===== src/verilog/cis_consts.svh =====
// Summary of operation
// - jump loads 11-bit literal into pc low bits, no flags, two cycles
// - jump copies upper latch bits 4:3 into pc bits 12:11
// - decrement-skip stores file minus one per destination, skips on zero
// - decrement-skip takes one cycle, or two with a no-op on zero
// - increment adds one to file per destination, updates zero only
// - rotate right goes through carry, result per destination, carry only
// - power-down clears power-down flag and sets timeout flag
// - power-down clears watchdog counter and its prescaler
// - after power-down the core sleeps with oscillator halted
// - literal minus accumulator to accumulator, updates carry, digit carry, zero
// - subtraction sets carry when result zero or positive
// - negative subtraction clears carry, result wraps modulo 256
`ifndef CIS_CONSTS_SVH
`define CIS_CONSTS_SVH
`define CIS_OP_SLEEP 14'h0063
`define CIS_OP_SUB_ACC_FILE 6'h02
`define CIS_OP_INC_FILE 6'h0A
`define CIS_OP_DEC_SKIP 6'h0B
`define CIS_OP_ROT_RIGHT 6'h0C
`define CIS_OP_ROT_LEFT 6'h0D
`define CIS_OP_JMP 3'h5
`define CIS_OP_SUB_ACC_LIT 5'h1E
`define CIS_ADR_STATUS 7'h03
`define CIS_ADR_LATCH 7'h0A
`define CIS_ADR_WATCHDOG 7'h10
`define CIS_ADR_ACC 7'h11
`define CIS_ADR_PCLO 7'h12
`define CIS_ADR_PCHI 7'h13
`define CIS_ADR_CTRL 7'h14
`define CIS_ADR_INSN 7'h15
`define CIS_ADR_INSNHI 7'h16
`define CIS_ST_C 0
`define CIS_ST_DIGIT 1
`define CIS_ST_Z 2
`define CIS_ST_PWRDN 3
`define CIS_ST_TIMEOUT 4
`define CIS_STATUS_RST 8'h18
`define CIS_CTRL_WAKE 1
`define CIS_CTRL_EXEC 0
`define CIS_WATCHDOG_RST 8'h00
`define CIS_PRE_RST 8'h00
`define CIS_FILES 16
`endif


===== src/verilog/cis_pkg.sv =====
package cis_pkg;
	typedef enum logic [2:0] {
		CIS_RUN = 3'h1,
		CIS_FLUSH = 3'h2,
		CIS_SLEEP = 3'h4
	} cis_state_t;
	typedef struct packed {
		logic [7:0] res;
		logic [7:0] status;
		logic we_file;
		logic we_acc;
		logic skip;
		logic jump;
		logic sleep;
	} cis_alu_t;
endpackage : cis_pkg


===== src/verilog/cis_alu_if.sv =====
`timescale 1ns/1ps
interface cis_alu_if;
	logic [13:0] insn;
	logic [7:0] acc;
	logic [7:0] fval;
	logic [7:0] status;
	cis_pkg::cis_alu_t out;
	modport core (output insn, output acc, output fval, output status, input out);
	modport alu (input insn, input acc, input fval, input status, output out);
endinterface : cis_alu_if


===== src/verilog/cis_alu.sv =====
`timescale 1ns/1ps
`include "cis_consts.svh"
module cis_alu (
	cis_alu_if.alu a
);
	logic [8:0] diff;
	logic [4:0] ldiff;
	logic [7:0] opnd;
	logic d;
	always_comb begin
		d = a.insn[7];
		opnd = (a.insn[13:9] == `CIS_OP_SUB_ACC_LIT) ? a.insn[7:0] : a.fval;
		diff = {1'b0, opnd} + {1'b0, ~a.acc} + 9'h001;
		ldiff = {1'b0, opnd[3:0]} + {1'b0, ~a.acc[3:0]} + 5'h01;
		a.out = '0;
		a.out.status = a.status;
		if (a.insn == `CIS_OP_SLEEP) begin
			a.out.sleep = 1'b1;
			a.out.status[`CIS_ST_PWRDN] = 1'b0;
			a.out.status[`CIS_ST_TIMEOUT] = 1'b1;
		end else if (a.insn[13:11] == `CIS_OP_JMP) begin
			a.out.jump = 1'b1;
		end else if (a.insn[13:9] == `CIS_OP_SUB_ACC_LIT) begin
			a.out.res = diff[7:0];
			a.out.we_acc = 1'b1;
			a.out.status[`CIS_ST_C] = diff[8];
			a.out.status[`CIS_ST_DIGIT] = ldiff[4];
			a.out.status[`CIS_ST_Z] = (diff[7:0] == 8'h00);
		end else if (a.insn[13:12] == 2'h0) begin
			a.out.we_file = d;
			a.out.we_acc = ~d;
			unique case (a.insn[13:8])
				`CIS_OP_SUB_ACC_FILE: begin
					a.out.res = diff[7:0];
					a.out.status[`CIS_ST_C] = diff[8];
					a.out.status[`CIS_ST_DIGIT] = ldiff[4];
					a.out.status[`CIS_ST_Z] = (diff[7:0] == 8'h00);
				end
				`CIS_OP_INC_FILE: begin
					a.out.res = a.fval + 8'h01;
					a.out.status[`CIS_ST_Z] = (a.out.res == 8'h00);
				end
				`CIS_OP_DEC_SKIP: begin
					a.out.res = a.fval - 8'h01;
					a.out.skip = (a.out.res == 8'h00);
				end
				`CIS_OP_ROT_RIGHT: begin
					a.out.res = {a.status[`CIS_ST_C], a.fval[7:1]};
					a.out.status[`CIS_ST_C] = a.fval[0];
				end
				`CIS_OP_ROT_LEFT: begin
					a.out.res = {a.fval[6:0], a.status[`CIS_ST_C]};
					a.out.status[`CIS_ST_C] = a.fval[7];
				end
				default: begin
					a.out.we_file = 1'b0;
					a.out.we_acc = 1'b0;
				end
			endcase
		end
	end
endmodule : cis_alu


===== src/verilog/cis_regs.sv =====
`timescale 1ns/1ps
`include "cis_consts.svh"
module cis_regs #(
	parameter int DEPTH = `CIS_FILES
) (
	input wire logic clk_i,
	input wire logic rst_i,
	input wire logic [3:0] ridx_i,
	output logic [7:0] rdata_o,
	input wire logic we_i,
	input wire logic [3:0] widx_i,
	input wire logic [7:0] wdata_i
);
	if (DEPTH != 16) begin : g_bad_depth
		$error("cis_regs depth must be 16");
	end
	typedef struct packed {
		logic [15:0][7:0] mem;
	} cis_mem_t;
	cis_mem_t mem_ff;
	cis_mem_t nxt_mem;
	always_comb begin
		nxt_mem = mem_ff;
		if (we_i) nxt_mem.mem[widx_i] = wdata_i;
	end
	always_ff @(posedge clk_i) begin
		if (rst_i) mem_ff <= '0;
		else mem_ff <= nxt_mem;
	end
	assign rdata_o = mem_ff.mem[ridx_i];
endmodule : cis_regs


===== src/verilog/cis_core.sv =====
`timescale 1ns/1ps
`include "cis_consts.svh"
module cis_core (
	input wire logic clk_i,
	input wire logic rst_i,
	input wire logic [31:0] wb_adr_i,
	input wire logic [31:0] wb_dat_i,
	output logic [31:0] wb_dat_o,
	input wire logic [3:0] wb_sel_i,
	input wire logic wb_we_i,
	input wire logic wb_cyc_i,
	input wire logic wb_stb_i,
	output logic wb_ack_o,
	output logic sleep_o,
	output logic osc_run_o
);
	typedef struct packed {
		cis_pkg::cis_state_t st;
		logic [12:0] pc;
		logic [7:0] acc;
		logic [7:0] status;
		logic [7:0] latch;
		logic [7:0] wdog_cnt;
		logic [7:0] pre;
		logic [13:0] insn;
		logic ack;
		logic [31:0] rdat;
	} cis_core_st_t;
	cis_core_st_t s_ff;
	cis_core_st_t nxt_s;
	cis_alu_if alu_bus ();
	logic [7:0] fval;
	logic file_we;
	logic [7:0] file_wd;
	logic [3:0] file_wi;
	logic bus_wr;
	logic bus_rd;
	logic exec;
	logic [6:0] fadr;
	logic [6:0] badr;
	logic [3:0] bidx;
	logic [7:0] bval;
	logic [7:0] gpr_rd;
	logic [3:0] ridx;
	logic bus_gpr;
	assign fadr = s_ff.insn[6:0];
	assign badr = wb_adr_i[8:2];
	assign bidx = badr[3:0];
	assign bus_gpr = (badr >= 7'h20) && (badr < 7'h30);
	// a write lands at the edge where the master sees ack
	assign bus_wr = wb_cyc_i & wb_stb_i & wb_we_i & wb_sel_i[0] & s_ff.ack;
	assign bus_rd = wb_cyc_i & wb_stb_i & ~s_ff.ack;
	assign exec = bus_wr & (badr == `CIS_ADR_CTRL) & wb_dat_i[`CIS_CTRL_EXEC]
		& (s_ff.st == cis_pkg::CIS_RUN);
	function automatic logic [7:0] sfr(input logic [6:0] ad);
		logic [7:0] v;
		v = 8'h00;
		unique case (ad)
			`CIS_ADR_STATUS: v = s_ff.status;
			`CIS_ADR_LATCH: v = s_ff.latch;
			`CIS_ADR_WATCHDOG: v = s_ff.wdog_cnt;
			`CIS_ADR_ACC: v = s_ff.acc;
			`CIS_ADR_PCLO: v = s_ff.pc[7:0];
			`CIS_ADR_PCHI: v = {3'h0, s_ff.pc[12:8]};
			`CIS_ADR_INSN: v = s_ff.insn[7:0];
			`CIS_ADR_INSNHI: v = {2'h0, s_ff.insn[13:8]};
			`CIS_ADR_CTRL: v = {5'h00, s_ff.st};
			default: v = 8'h00;
		endcase
		return v;
	endfunction : sfr
	logic is_sfr_f;
	assign is_sfr_f = !((fadr >= 7'h20) && (fadr < 7'h30));
	// a bus read of a general file owns the read port, else the operand does
	assign ridx = (wb_cyc_i && wb_stb_i && !wb_we_i && bus_gpr) ? bidx : fadr[3:0];
	cis_regs #(.DEPTH(`CIS_FILES)) u_regs (
		.clk_i(clk_i),
		.rst_i(rst_i),
		.ridx_i(ridx),
		.rdata_o(gpr_rd),
		.we_i(file_we),
		.widx_i(file_wi),
		.wdata_i(file_wd)
	);
	always_comb begin
		fval = is_sfr_f ? sfr(fadr) : gpr_rd;
		bval = bus_gpr ? gpr_rd : sfr(badr);
	end
	assign alu_bus.insn = s_ff.insn;
	assign alu_bus.acc = s_ff.acc;
	assign alu_bus.fval = fval;
	assign alu_bus.status = s_ff.status;
	cis_alu u_alu (
		.a(alu_bus.alu)
	);
	always_comb begin
		file_we = 1'b0;
		file_wi = fadr[3:0];
		file_wd = alu_bus.out.res;
		if (exec && alu_bus.out.we_file && !is_sfr_f) begin
			file_we = 1'b1;
		end else if (bus_wr && badr >= 7'h20 && badr < 7'h30) begin
			file_we = 1'b1;
			file_wi = bidx;
			file_wd = wb_dat_i[7:0];
		end
	end
	always_comb begin
		nxt_s = s_ff;
		nxt_s.ack = bus_rd;
		nxt_s.rdat = {24'h000000, bval};
		nxt_s.pre = s_ff.pre + 8'h01;
		if (s_ff.pre == 8'hFF) nxt_s.wdog_cnt = s_ff.wdog_cnt + 8'h01;
		if (bus_wr) begin
			unique case (badr)
				`CIS_ADR_LATCH: nxt_s.latch = wb_dat_i[7:0];
				`CIS_ADR_ACC: nxt_s.acc = wb_dat_i[7:0];
				`CIS_ADR_STATUS: nxt_s.status = wb_dat_i[7:0];
				`CIS_ADR_INSN: nxt_s.insn[7:0] = wb_dat_i[7:0];
				`CIS_ADR_INSNHI: nxt_s.insn[13:8] = wb_dat_i[5:0];
				`CIS_ADR_CTRL: if (wb_dat_i[`CIS_CTRL_WAKE] && s_ff.st == cis_pkg::CIS_SLEEP)
					nxt_s.st = cis_pkg::CIS_RUN;
				default: ;
			endcase
		end
		unique case (s_ff.st)
			cis_pkg::CIS_RUN: if (exec) begin
				nxt_s.status = alu_bus.out.status;
				nxt_s.pc = s_ff.pc + 13'h0001;
				if (alu_bus.out.we_acc) nxt_s.acc = alu_bus.out.res;
				if (alu_bus.out.we_file && is_sfr_f) begin
					if (fadr == `CIS_ADR_STATUS) nxt_s.status = alu_bus.out.res;
					if (fadr == `CIS_ADR_LATCH) nxt_s.latch = alu_bus.out.res;
				end
				if (alu_bus.out.jump) begin
					nxt_s.pc = {s_ff.latch[4:3], s_ff.insn[10:0]};
					nxt_s.st = cis_pkg::CIS_FLUSH;
				end
				if (alu_bus.out.skip) begin
					nxt_s.pc = s_ff.pc + 13'h0002;
					nxt_s.st = cis_pkg::CIS_FLUSH;
				end
				if (alu_bus.out.sleep) begin
					nxt_s.wdog_cnt = `CIS_WATCHDOG_RST;
					nxt_s.pre = `CIS_PRE_RST;
					nxt_s.st = cis_pkg::CIS_SLEEP;
				end
			end
			cis_pkg::CIS_FLUSH: nxt_s.st = cis_pkg::CIS_RUN;
			cis_pkg::CIS_SLEEP: begin
				nxt_s.pre = s_ff.pre;
				nxt_s.wdog_cnt = s_ff.wdog_cnt;
			end
			default: nxt_s.st = cis_pkg::CIS_RUN;
		endcase
	end
	always_ff @(posedge clk_i) begin
		if (rst_i) begin
			s_ff <= '0;
			s_ff.st <= cis_pkg::CIS_RUN;
			s_ff.status <= `CIS_STATUS_RST;
		end else begin
			s_ff <= nxt_s;
		end
	end
	assign wb_ack_o = s_ff.ack;
	assign wb_dat_o = s_ff.rdat;
	assign sleep_o = (s_ff.st == cis_pkg::CIS_SLEEP);
	assign osc_run_o = (s_ff.st != cis_pkg::CIS_SLEEP);
endmodule : cis_core


===== config.mk =====
export PLATFORM = sky130hd
export DESIGN_NAME = cis_core
export DESIGN_NICKNAME = d
export VERILOG_FILES = /design/src/verilog/cis_pkg.sv /design/src/verilog/cis_alu_if.sv /design/src/verilog/cis_alu.sv /design/src/verilog/cis_regs.sv /design/src/verilog/cis_core.sv
export VERILOG_INCLUDE_DIRS = /design/src /design/src/verilog
export SDC_FILE = /design/constraint.sdc
export NUM_CORES = 1
export LEC_CHECK = 0
export ABC_AREA = 1
export ABC_CLOCK_PERIOD_IN_PS = 6200
export BUFFER_PORTS_ARGS = -buffer_cell sky130_fd_sc_hd__buf_2
export CORE_ASPECT_RATIO = 0.75
export CORE_MARGIN = 8
export CORE_UTILIZATION = 40
export DETAILED_ROUTE_END_ITERATION = 7
export REMOVE_ABC_BUFFERS = 1
export SKIP_LAST_GASP = 1
export SYNTH_ARGS = -nofsm -noshare
export SYNTH_HDL_FRONTEND = slang
export SYNTH_SLANG_ARGS = --single-unit

===== constraint.sdc =====
create_clock -name clk_i -period 6.2 [get_ports clk_i]
set_input_delay 1.24 -clock clk_i [delete_from_list [all_inputs] [get_ports clk_i]]
set_output_delay 1.24 -clock clk_i [all_outputs]
set_load 0.02 [all_outputs]

==> impl_metrics.tcl, run 1 <==
set metrics [dict create \
    status "completed" \
    post-dp-hpwl_mm 36.4 \
    rr_endpoint "u_regs.mem_ff[117]" \
    grt_pass1_vias 12700 \
    ios 108 \
    initial_core_util_pct 40.5 \
    setup_viol 0 \
    antenna_left 0 \
    htree_levels 1 \
    globalplace.congestion 0.981 \
    async_flop_share_pct 0 \
    r2r_cells 21 \
    hp-class "reg -> reg" \
    drtPass1Iterations 6 \
    clk_latency_ps 550 \
    drc 0 \
    reg2reg_slack_ps 1160 \
    fp.dieH_um 175 \
    cts_setup_buffers 0 \
    critPathArrivalTime_ps 5790 \
    slew_viol_final 0 \
    slew_headroom_pct 25.9 \
    synth_edf_count 0 \
    yosysUniqueCellTypes 56 \
    die_w_um 228 \
    tns_ps 0 \
    place_area_mm2 0.0139 \
    post_drt_wl_per_cell_um 19.5 \
    gr-usage-all-layers_pct 24.0 \
    tightest_slew_ps 1110 \
    ctsHoldBuffers 0 \
    hold_ws_ps 433 \
    synth_ff_type "dfxtp_1" \
    power_density_mw_per_mm2 199 \
    cts_buffers 25 \
    nNetsFinal 2168 \
    area_delta_synth_final_pct 9.22 \
    max_freq_mhz 187 \
    r2r-start "alu_bus.insn[10]" \
    crit_slowest_cell "o21ai_2" \
    grt_first_pass_wirelength_mm 76.2 \
    clk_pin_slew_ps 50 \
    period_share_pct 86.2 \
    io_buffers 31 \
    clk_path_buf_depth 3 \
    ir_drop_uv 184 \
    finish.instance_area_mm2 0.0148 \
    viasPerCell 5.50 \
    grt_max_degree 81 \
    placed_cells 2500 \
    root_buffer "clkbuf_16" \
    rsz0062_at_grt "no" \
    critPathKind "in -> reg" \
    ys_ff_latch 207 \
    cts_tree "built" \
    min_path_cells 1 \
    rows 58 \
    crit_fanout 16 \
    end_kind "flip-flop" \
    final.min_clock_period_ps 5340 \
    total_power_w 0.00294 \
    maxCapViolCount 0 \
    critPathMaxStageDelay_ps 440 \
    required_ps 6640 \
    cts.sinks 207 \
    antenna_found_initial 3 \
    syn_avg_cell_area_um2 6.51 \
    p_leak_nw 6.53 \
    worstHoldStart "wb_ack_o" \
    drtIter0Drc 1737 \
    vias 14000 \
    routed_wl_mm 49.7 \
    final_layout_size_suffix_gt1_share_pct 9.11 \
    finalHoldViolCount 0 \
    start_kind "input pin" \
    ctsResizeCount 0 \
    synth_warnings 0 \
    hold_end "wb_ack_o" \
    core_mm2 0.0334 \
    synth_cells 2076 \
    grt_overflow 0 \
    finalClockSkew_ps 15.8 \
    seq_area_frac_synth_pct 30.7 \
    dieArea_mm2 0.0400 \
    syn-cell-area_mm2 0.0135 \
    layout.cells.non_filler 2548 \
]
## cells by family (layout without fill, tap and decap cells)
family,count (synthesis),after routing,synth area share (%)
adder cells (fa/ha/maj),18,18,1.72
other,1,26,0.0277
XOR/XNOR,24,24,1.56
buffers and inverters,475,472,15.2
AND/OR/NAND/NOR,879,879,30.1
flip-flops,207,207,30.7
AO/OA/AOI/OAI,472,472,20.7
## final cells by class
| class | count | area (um^2) |
|---|---|---|
| clock inverters | 9 | 98.8 |
| multi-input cells | 1417 | 7400 |
| diodes | 2 | 5.00 |
| inverters | 356 | 1340 |
| well taps | 450 | 563 |
| flip-flops and latches | 207 | 4140 |
| fillers | 3603 | 18600 |
| clock buffers | 37 | 741 |
| repair buffers | 70 | 473 |
## flip-flops by register name (all words and copies together) (netlist names)
name and flops:
alu_bus.acc 8, alu_bus.insn 14, alu_bus.status 8, s_ff 40, u_regs.mem_ff 128, wb_ack_o 1, wb_dat_o 8
## where the power goes
part | switching (W) | total (W) | leakage, nW | internal (W)
registers | 0.00000179 | 0.00133 | 1.67 | 0.00133
logic | 0.0000752 | 0.0000934 | 4.44 | 0.0000183
clock network | 0.000608 | 0.00151 | 0.421 | 0.000907
## metal layers
metal  global-route usage (%)  vias up  routed length [um]
met3                     5.06       68                5150
met1                     36.7     6557               24000
met2                     33.1      645               19600
met4                     6.14        2                 979
met5                        0        -                  13
li1                         -     6738                   -
## worst max path at each step
stage / from / endpoint / slack [ps] / depth (start not counted)
2_1_floorplan: wb_adr_i[6] / u_regs.mem_ff[118] / 790 / 26
3_3_place_gp: wb_adr_i[6] / u_regs.mem_ff[109] / 430 / 30
3_5_place_dp: wb_adr_i[6] / u_regs.mem_ff[117] / 370 / 30
4_1_cts: wb_adr_i[6] / u_regs.mem_ff[117] / 930 / 30
5_1_grt: wb_adr_i[6] / u_regs.mem_ff[109] / 460 / 30
6_report: wb_adr_i[6] / u_regs.mem_ff[117] / 860 / 30
## synth_stat cells, types with 12 or more instances
library cell / instances / area (um^2)
o21bai_1: 44 / 330
xor2_1: 20 / 175
o21a_1: 23 / 173
nand2_1: 411 / 1540
clkbuf_1: 43 / 161
inv_1: 334 / 1250
ha_1: 17 / 213
o221ai_1: 12 / 105
buf_4: 35 / 263
buf_6: 13 / 146
nor3_1: 31 / 155
nor2_1: 129 / 484
o21ai_0: 155 / 776
nand2_2: 14 / 87.6
nand4_1: 12 / 75.1
dfxtp_1: 207 / 4140
a21oi_1: 142 / 711
buf_2: 27 / 135
nand3_1: 234 / 1170
o22ai_1: 34 / 213
inv_2: 15 / 56.3
## worst max-delay path: cells and delay by family
kind,cells,cell delay [ps]
xor gates and xnor gates,1,290
buffers and inverters,6,620
adders and majority gates,1,290
and+or+nand+nor,16,2160
AOI/OAI and AO/OA,6,1130
## per-stage QoR
stage                     utilization [%]  worst slack (ps)
after detailed placement             41.7               368
after global routing                 44.2               462
final                                44.2               855
after CTS                            44.2               934
after global placement               41.7               428
after floorplan                         -               793
## placed cells by master, fill, tap and decap left out, types with 34 or more instances in the layout
master / Yosys / final
dfxtp_1: 207 / 207
o21bai_1: 44 / 44
inv_1: 334 / 333
o22ai_1: 34 / 34
nor2_1: 129 / 129
o21ai_0: 155 / 155
a21oi_1: 142 / 142
buf_4: 35 / 37
nand3_1: 234 / 234
nand2_1: 411 / 411
(Power assumes the default switching activity.)
==> inputs of run 2 (changes only) <==
--- a/config.mk
+++ b/config.mk
@@ -12,6 +12,7 @@
 export CORE_ASPECT_RATIO = 0.75
 export CORE_MARGIN = 8
 export CORE_UTILIZATION = 40
+export CTS_BUF_LIST = sky130_fd_sc_hd__clkbuf_16
 export DETAILED_ROUTE_END_ITERATION = 7
 export REMOVE_ABC_BUFFERS = 1
 export SKIP_LAST_GASP = 1
==> impl_metrics.tcl, run 2 (synthesis gave the netlist of run 1 again) <==
set metrics [dict create \
    mostFrequentLayoutCell "nand2_1" \
    final.min_clock_period_ps 5350 \
    period_share_pct 86.3 \
    critPathKind "in -> reg" \
    post_drt_wl_per_cell_um 19.5 \
    grt_overflow 0 \
    io_buffers 31 \
    required_ps 6640 \
    core_mm2 0.0334 \
    routed_wl_mm 49.7 \
    worst_slack_ps 848 \
    fp.dieH_um 175 \
    die_w_um 228 \
    area_delta_synth_final_pct 8.70 \
    initial_core_util_pct 40.5 \
    crit_slowest_cell "o21ai_2" \
    antenna_left 0 \
    root_buffer "clkbuf_16" \
    status "completed" \
    final_cell_mix "411 x nand2_1, 338 x inv_1, 234 x nand3_1" \
    globalplace.congestion 0.981 \
    drtPass1Iterations 5 \
    grt_first_pass_wirelength_mm 76.2 \
    critPathArrivalTime_ps 5800 \
    finalClockSkew_ps 15.5 \
    finalHoldViolCount 0 \
    drtIter0Drc 1784 \
    cts.sinks 207 \
    clk_pin_slew_ps 60 \
    vias 14000 \
    max_freq_mhz 187 \
    ios 108 \
    p_leak_nw 6.51 \
    regMostFlops "u_regs.mem_ff" \
    dieArea_mm2 0.0400 \
    dp_slack_ps 368 \
    gr-usage-all-layers_pct 24.0 \
    rows 58 \
    grt_max_degree 81 \
    rsz0062_at_grt "no" \
    ctsResizeCount 0 \
    tightest_slew_ps 1130 \
    start_kind "input pin" \
    hp-class "reg -> reg" \
    critPathMaxStageDelay_ps 450 \
    final_layout_size_suffix_gt1_share_pct 8.78 \
    power_density_mw_per_mm2 194 \
    ctsHoldBuffers 0 \
    cts_buffers 25 \
    cts_tree "built" \
    clk_latency_ps 550 \
    htree_levels 1 \
    cts_setup_buffers 0 \
    post-dp-hpwl_mm 36.4 \
    viasPerCell 5.50 \
    slew_headroom_pct 24.6 \
    crit_fanout 16 \
    maxCapViolCount 0 \
    setup_viol 0 \
    nNetsFinal 2168 \
    drc 0 \
    antenna_found_initial 3 \
    tns_ps 0 \
    ir_drop_uv 184 \
    fillCellCount 3616 \
    clk_path_buf_depth 3 \
    end_kind "flip-flop" \
    grt_pass1_vias 12600 \
    slew_viol_final 0 \
    largest_reg_flops 128 \
]
-- run 2: cell count changes in the layout (fill, tap and decap cells not counted) --
cell,before,now
clkbuf_1,5,0
clkbuf_8,7,0
clkinv_1,5,12
inv_1,333,338
-- run 2: layout make-up --
type                            count  area [um^2]  share of cell area (%)
Antenna cell                        2         5.00                  0.0341
Clock buffer                       25          626                    4.26
Clock inverter                     21          144                   0.979
Inverter                          356         1340                    9.11
Multi-Input combinational cell   1417         7400                    50.4
Sequential cell                   207         4140                    28.2
Tap cell                          450          563                    3.83
Timing Repair Buffer               70          473                    3.22
-- run 2: metal layers --
metal / GRT usage [%] / up-vias / wire [um]
met5: 0 / - / 13
met4: 6.24 / 2 / 1050
met3: 5.14 / 72 / 5040
met2: 33.0 / 632 / 19600
met1: 36.8 / 6570 / 24000
li1: - / 6738 / -
-- run 2: critical path, delay by kind of cell --
| family | cells | cell delay (ps) |
|---|---|---|
| xor+xnor | 1 | 280 |
| compound gates | 6 | 1150 |
| simple gates | 16 | 2160 |
| fa+ha+maj | 1 | 290 |
| buf+inv | 6 | 620 |
-- run 2: worst paths after layout --
check / cells past startpoint / end / from / slack, ps
worst max register to register: 21 / u_regs.mem_ff[117] / alu_bus.insn[10] / 1170
worst min register to register: 1 / wb_ack_o / wb_ack_o / 430
worst min-delay path: 1 / wb_ack_o / wb_ack_o / 430
worst max-delay path: 30 / u_regs.mem_ff[117] / wb_adr_i[6] / 850
-- run 2: stage by stage --
step                utilization [%]  instances  power [W]  hold WS, ps  instance area [um^2]
global placement               41.7       2500    0.00145          429                 13900
detailed placement             41.7       2500    0.00145          432                 13900
global route                   44.0       2547    0.00293          472                 14700
finish                         44.0       2548    0.00285          433                 14700
CTS                            44.0       2546    0.00286          444                 14700
floorplan                         -       1980    0.00141          457                 12900
-- run 2: power by group --
part	leakage [nW]	internal (W)	total, W	switching (W)
sequential	1.67	0.00133	0.00133	0.00000179
clock	0.402	0.000811	0.00142	0.000608
combinational	4.44	0.0000183	0.0000934	0.0000751
total	6.51	0.00216	0.00285	0.000685
==> inputs of run 3 (changes only) <==
--- a/config.mk
+++ b/config.mk
@@ -8,12 +8,12 @@
 export LEC_CHECK = 0
 export ABC_AREA = 1
 export ABC_CLOCK_PERIOD_IN_PS = 6200
-export BUFFER_PORTS_ARGS = -buffer_cell sky130_fd_sc_hd__buf_2
 export CORE_ASPECT_RATIO = 0.75
 export CORE_MARGIN = 8
 export CORE_UTILIZATION = 40
 export CTS_BUF_LIST = sky130_fd_sc_hd__clkbuf_16
 export DETAILED_ROUTE_END_ITERATION = 7
+export DONT_BUFFER_PORTS = 1
 export REMOVE_ABC_BUFFERS = 1
 export SKIP_LAST_GASP = 1
 export SYNTH_ARGS = -nofsm -noshare
==> impl_metrics.tcl, run 3 (synthesis gave the netlist of run 1 again) <==
set metrics [dict create \
    critPathMaxStageDelay_ps 480 \
    initial_core_util_pct 40.5 \
    final.min_clock_period_ps 5310 \
    rsz0062_at_grt "no" \
    hold_ws_ps 486 \
    gr-usage-all-layers_pct 23.7 \
    cts_setup_buffers 0 \
    critPathKind "in -> reg" \
    grt_max_degree 84 \
    nNetsFinal 2128 \
    routed_wl_mm 49.3 \
    htree_levels 1 \
    grt_first_pass_wirelength_mm 75.8 \
    ctsHoldBuffers 0 \
    swShare_pct 22.8 \
    slew_viol_final 0 \
    p_sw_w 0.000633 \
    drtPass1Iterations 8 \
    maxCapViolCount 0 \
    pwr-share-clk_pct 49.6 \
    crit_buf_inv 4 \
    clk_pin_slew_ps 60 \
    io_buffers 0 \
    max_freq_mhz 188 \
    p_comb_share_pct 2.4 \
    grt_overflow 0 \
    viasPerCell 5.57 \
    end_kind "flip-flop" \
    post-dp-hpwl_mm 36.0 \
    clk_path_buf_depth 3 \
    slew_headroom_pct 31.7 \
    final_cell_mix "411 x nand2_1, 339 x inv_1, 234 x nand3_1" \
    tightest_slew_ps 1020 \
    globalplace.congestion 0.980 \
    dieArea_mm2 0.0400 \
    antenna_left 0 \
    status "completed" \
    hp-class "reg -> reg" \
    root_buffer "clkbuf_16" \
    fin_util_pct 43.3 \
    vias 13900 \
    power_density_mw_per_mm2 192 \
    drtIter0Drc 1725 \
    setup_viol 0 \
    start_kind "input pin" \
    p_seq_share_pct 48.0 \
    cp_top_family "simple AND/OR/NAND/NOR gates" \
    ctsResizeCount 0 \
    die_w_um 228 \
    cts_buffers 24 \
    antenna_cells 0 \
    grt_pass1_vias 12500 \
    rows 58 \
    cts.sinks 207 \
    finalHoldViolCount 0 \
    post_drt_wl_per_cell_um 19.7 \
    core_mm2 0.0334 \
    period_share_pct 85.6 \
    crit_path_frequent_cell "nand2_1" \
    cts_tree "built" \
    regMostFlops "u_regs.mem_ff" \
    fp.dieH_um 175 \
    final_layout_size_suffix_gt1_share_pct 6.78 \
    required_ps 6620 \
    p_leak_nw 6.32 \
    finalClockSkew_ps 13.7 \
    critPathArrivalTime_ps 5730 \
    power.internal_w 0.00214 \
    area_delta_synth_final_pct 6.98 \
    antenna_found_initial 1 \
    largest_reg_flops 128 \
    crit_slowest_cell "fa_1" \
    ir_drop_uv 154 \
    ios 108 \
    mostFrequentLayoutCell "nand2_1" \
    clk_latency_ps 530 \
    crit_fanout 18 \
    drc 0 \
    tns_ps 0 \
]
## run 3: routing by layer
metal / vias to the layer above / share of wire, % / global-route usage, %
met2: 690 / 39 / 32.5
met4: 2 / 2.2 / 5.23
li1: 6651 / - / -
met3: 79 / 12 / 6.89
met1: 6495 / 47 / 35.7
met5: - / 0.026 / 0
## run 3: worst min-delay path, stage by stage (launching register included)
cell and delay (ps):
dfxtp_1 320, nand2_1 60, a21oi_1 50
## run 3: path summary, 6_finish.rpt
path / to / slack [ps] / start / cells after the start
worst max-delay path: u_regs.mem_ff[94] / 890 / wb_adr_i[6] / 29
worst min-delay path: s_ff[48] / 490 / s_ff[48] / 2
worst max register to register: u_regs.mem_ff[94] / 1180 / alu_bus.insn[0] / 25
worst min register to register: s_ff[48] / 490 / s_ff[48] / 2
## run 3: through the flow
| step | cell area [um^2] | worst slack [ps] | power, W | cells |
|---|---|---|---|---|
| CTS | 14500 | 998 | 0.00280 | 2499 |
| global placement | 13700 | 560 | 0.00143 | 2461 |
| global route | 14500 | 480 | 0.00285 | 2499 |
| detailed placement | 13700 | 463 | 0.00143 | 2461 |
| floorplan | 12900 | 793 | 0.00141 | 1980 |
| finish | 14500 | 890 | 0.00278 | 2499 |
## run 3: power groups by stage
| stage | logic, W | clock network, W | registers [W] |
|---|---|---|---|
| after floorplan | 0.0000459 | 0 | 0.00136 |
| after global placement | 0.0000634 | 0 | 0.00136 |
| after detailed placement | 0.0000643 | 0 | 0.00136 |
| after CTS | 0.0000649 | 0.00140 | 0.00133 |
| after global routing | 0.0000719 | 0.00145 | 0.00133 |
| final | 0.0000661 | 0.00138 | 0.00133 |
## run 3: cell type report
cell class | instances | area (um^2)
Multi-Input combinational cell | 1417 | 7400
Fill cell | 3542 | 18900
Tap cell | 450 | 563
Clock buffer | 25 | 626
Timing Repair Buffer | 31 | 283
Sequential cell | 207 | 4140
Inverter | 356 | 1340
Clock inverter | 13 | 101
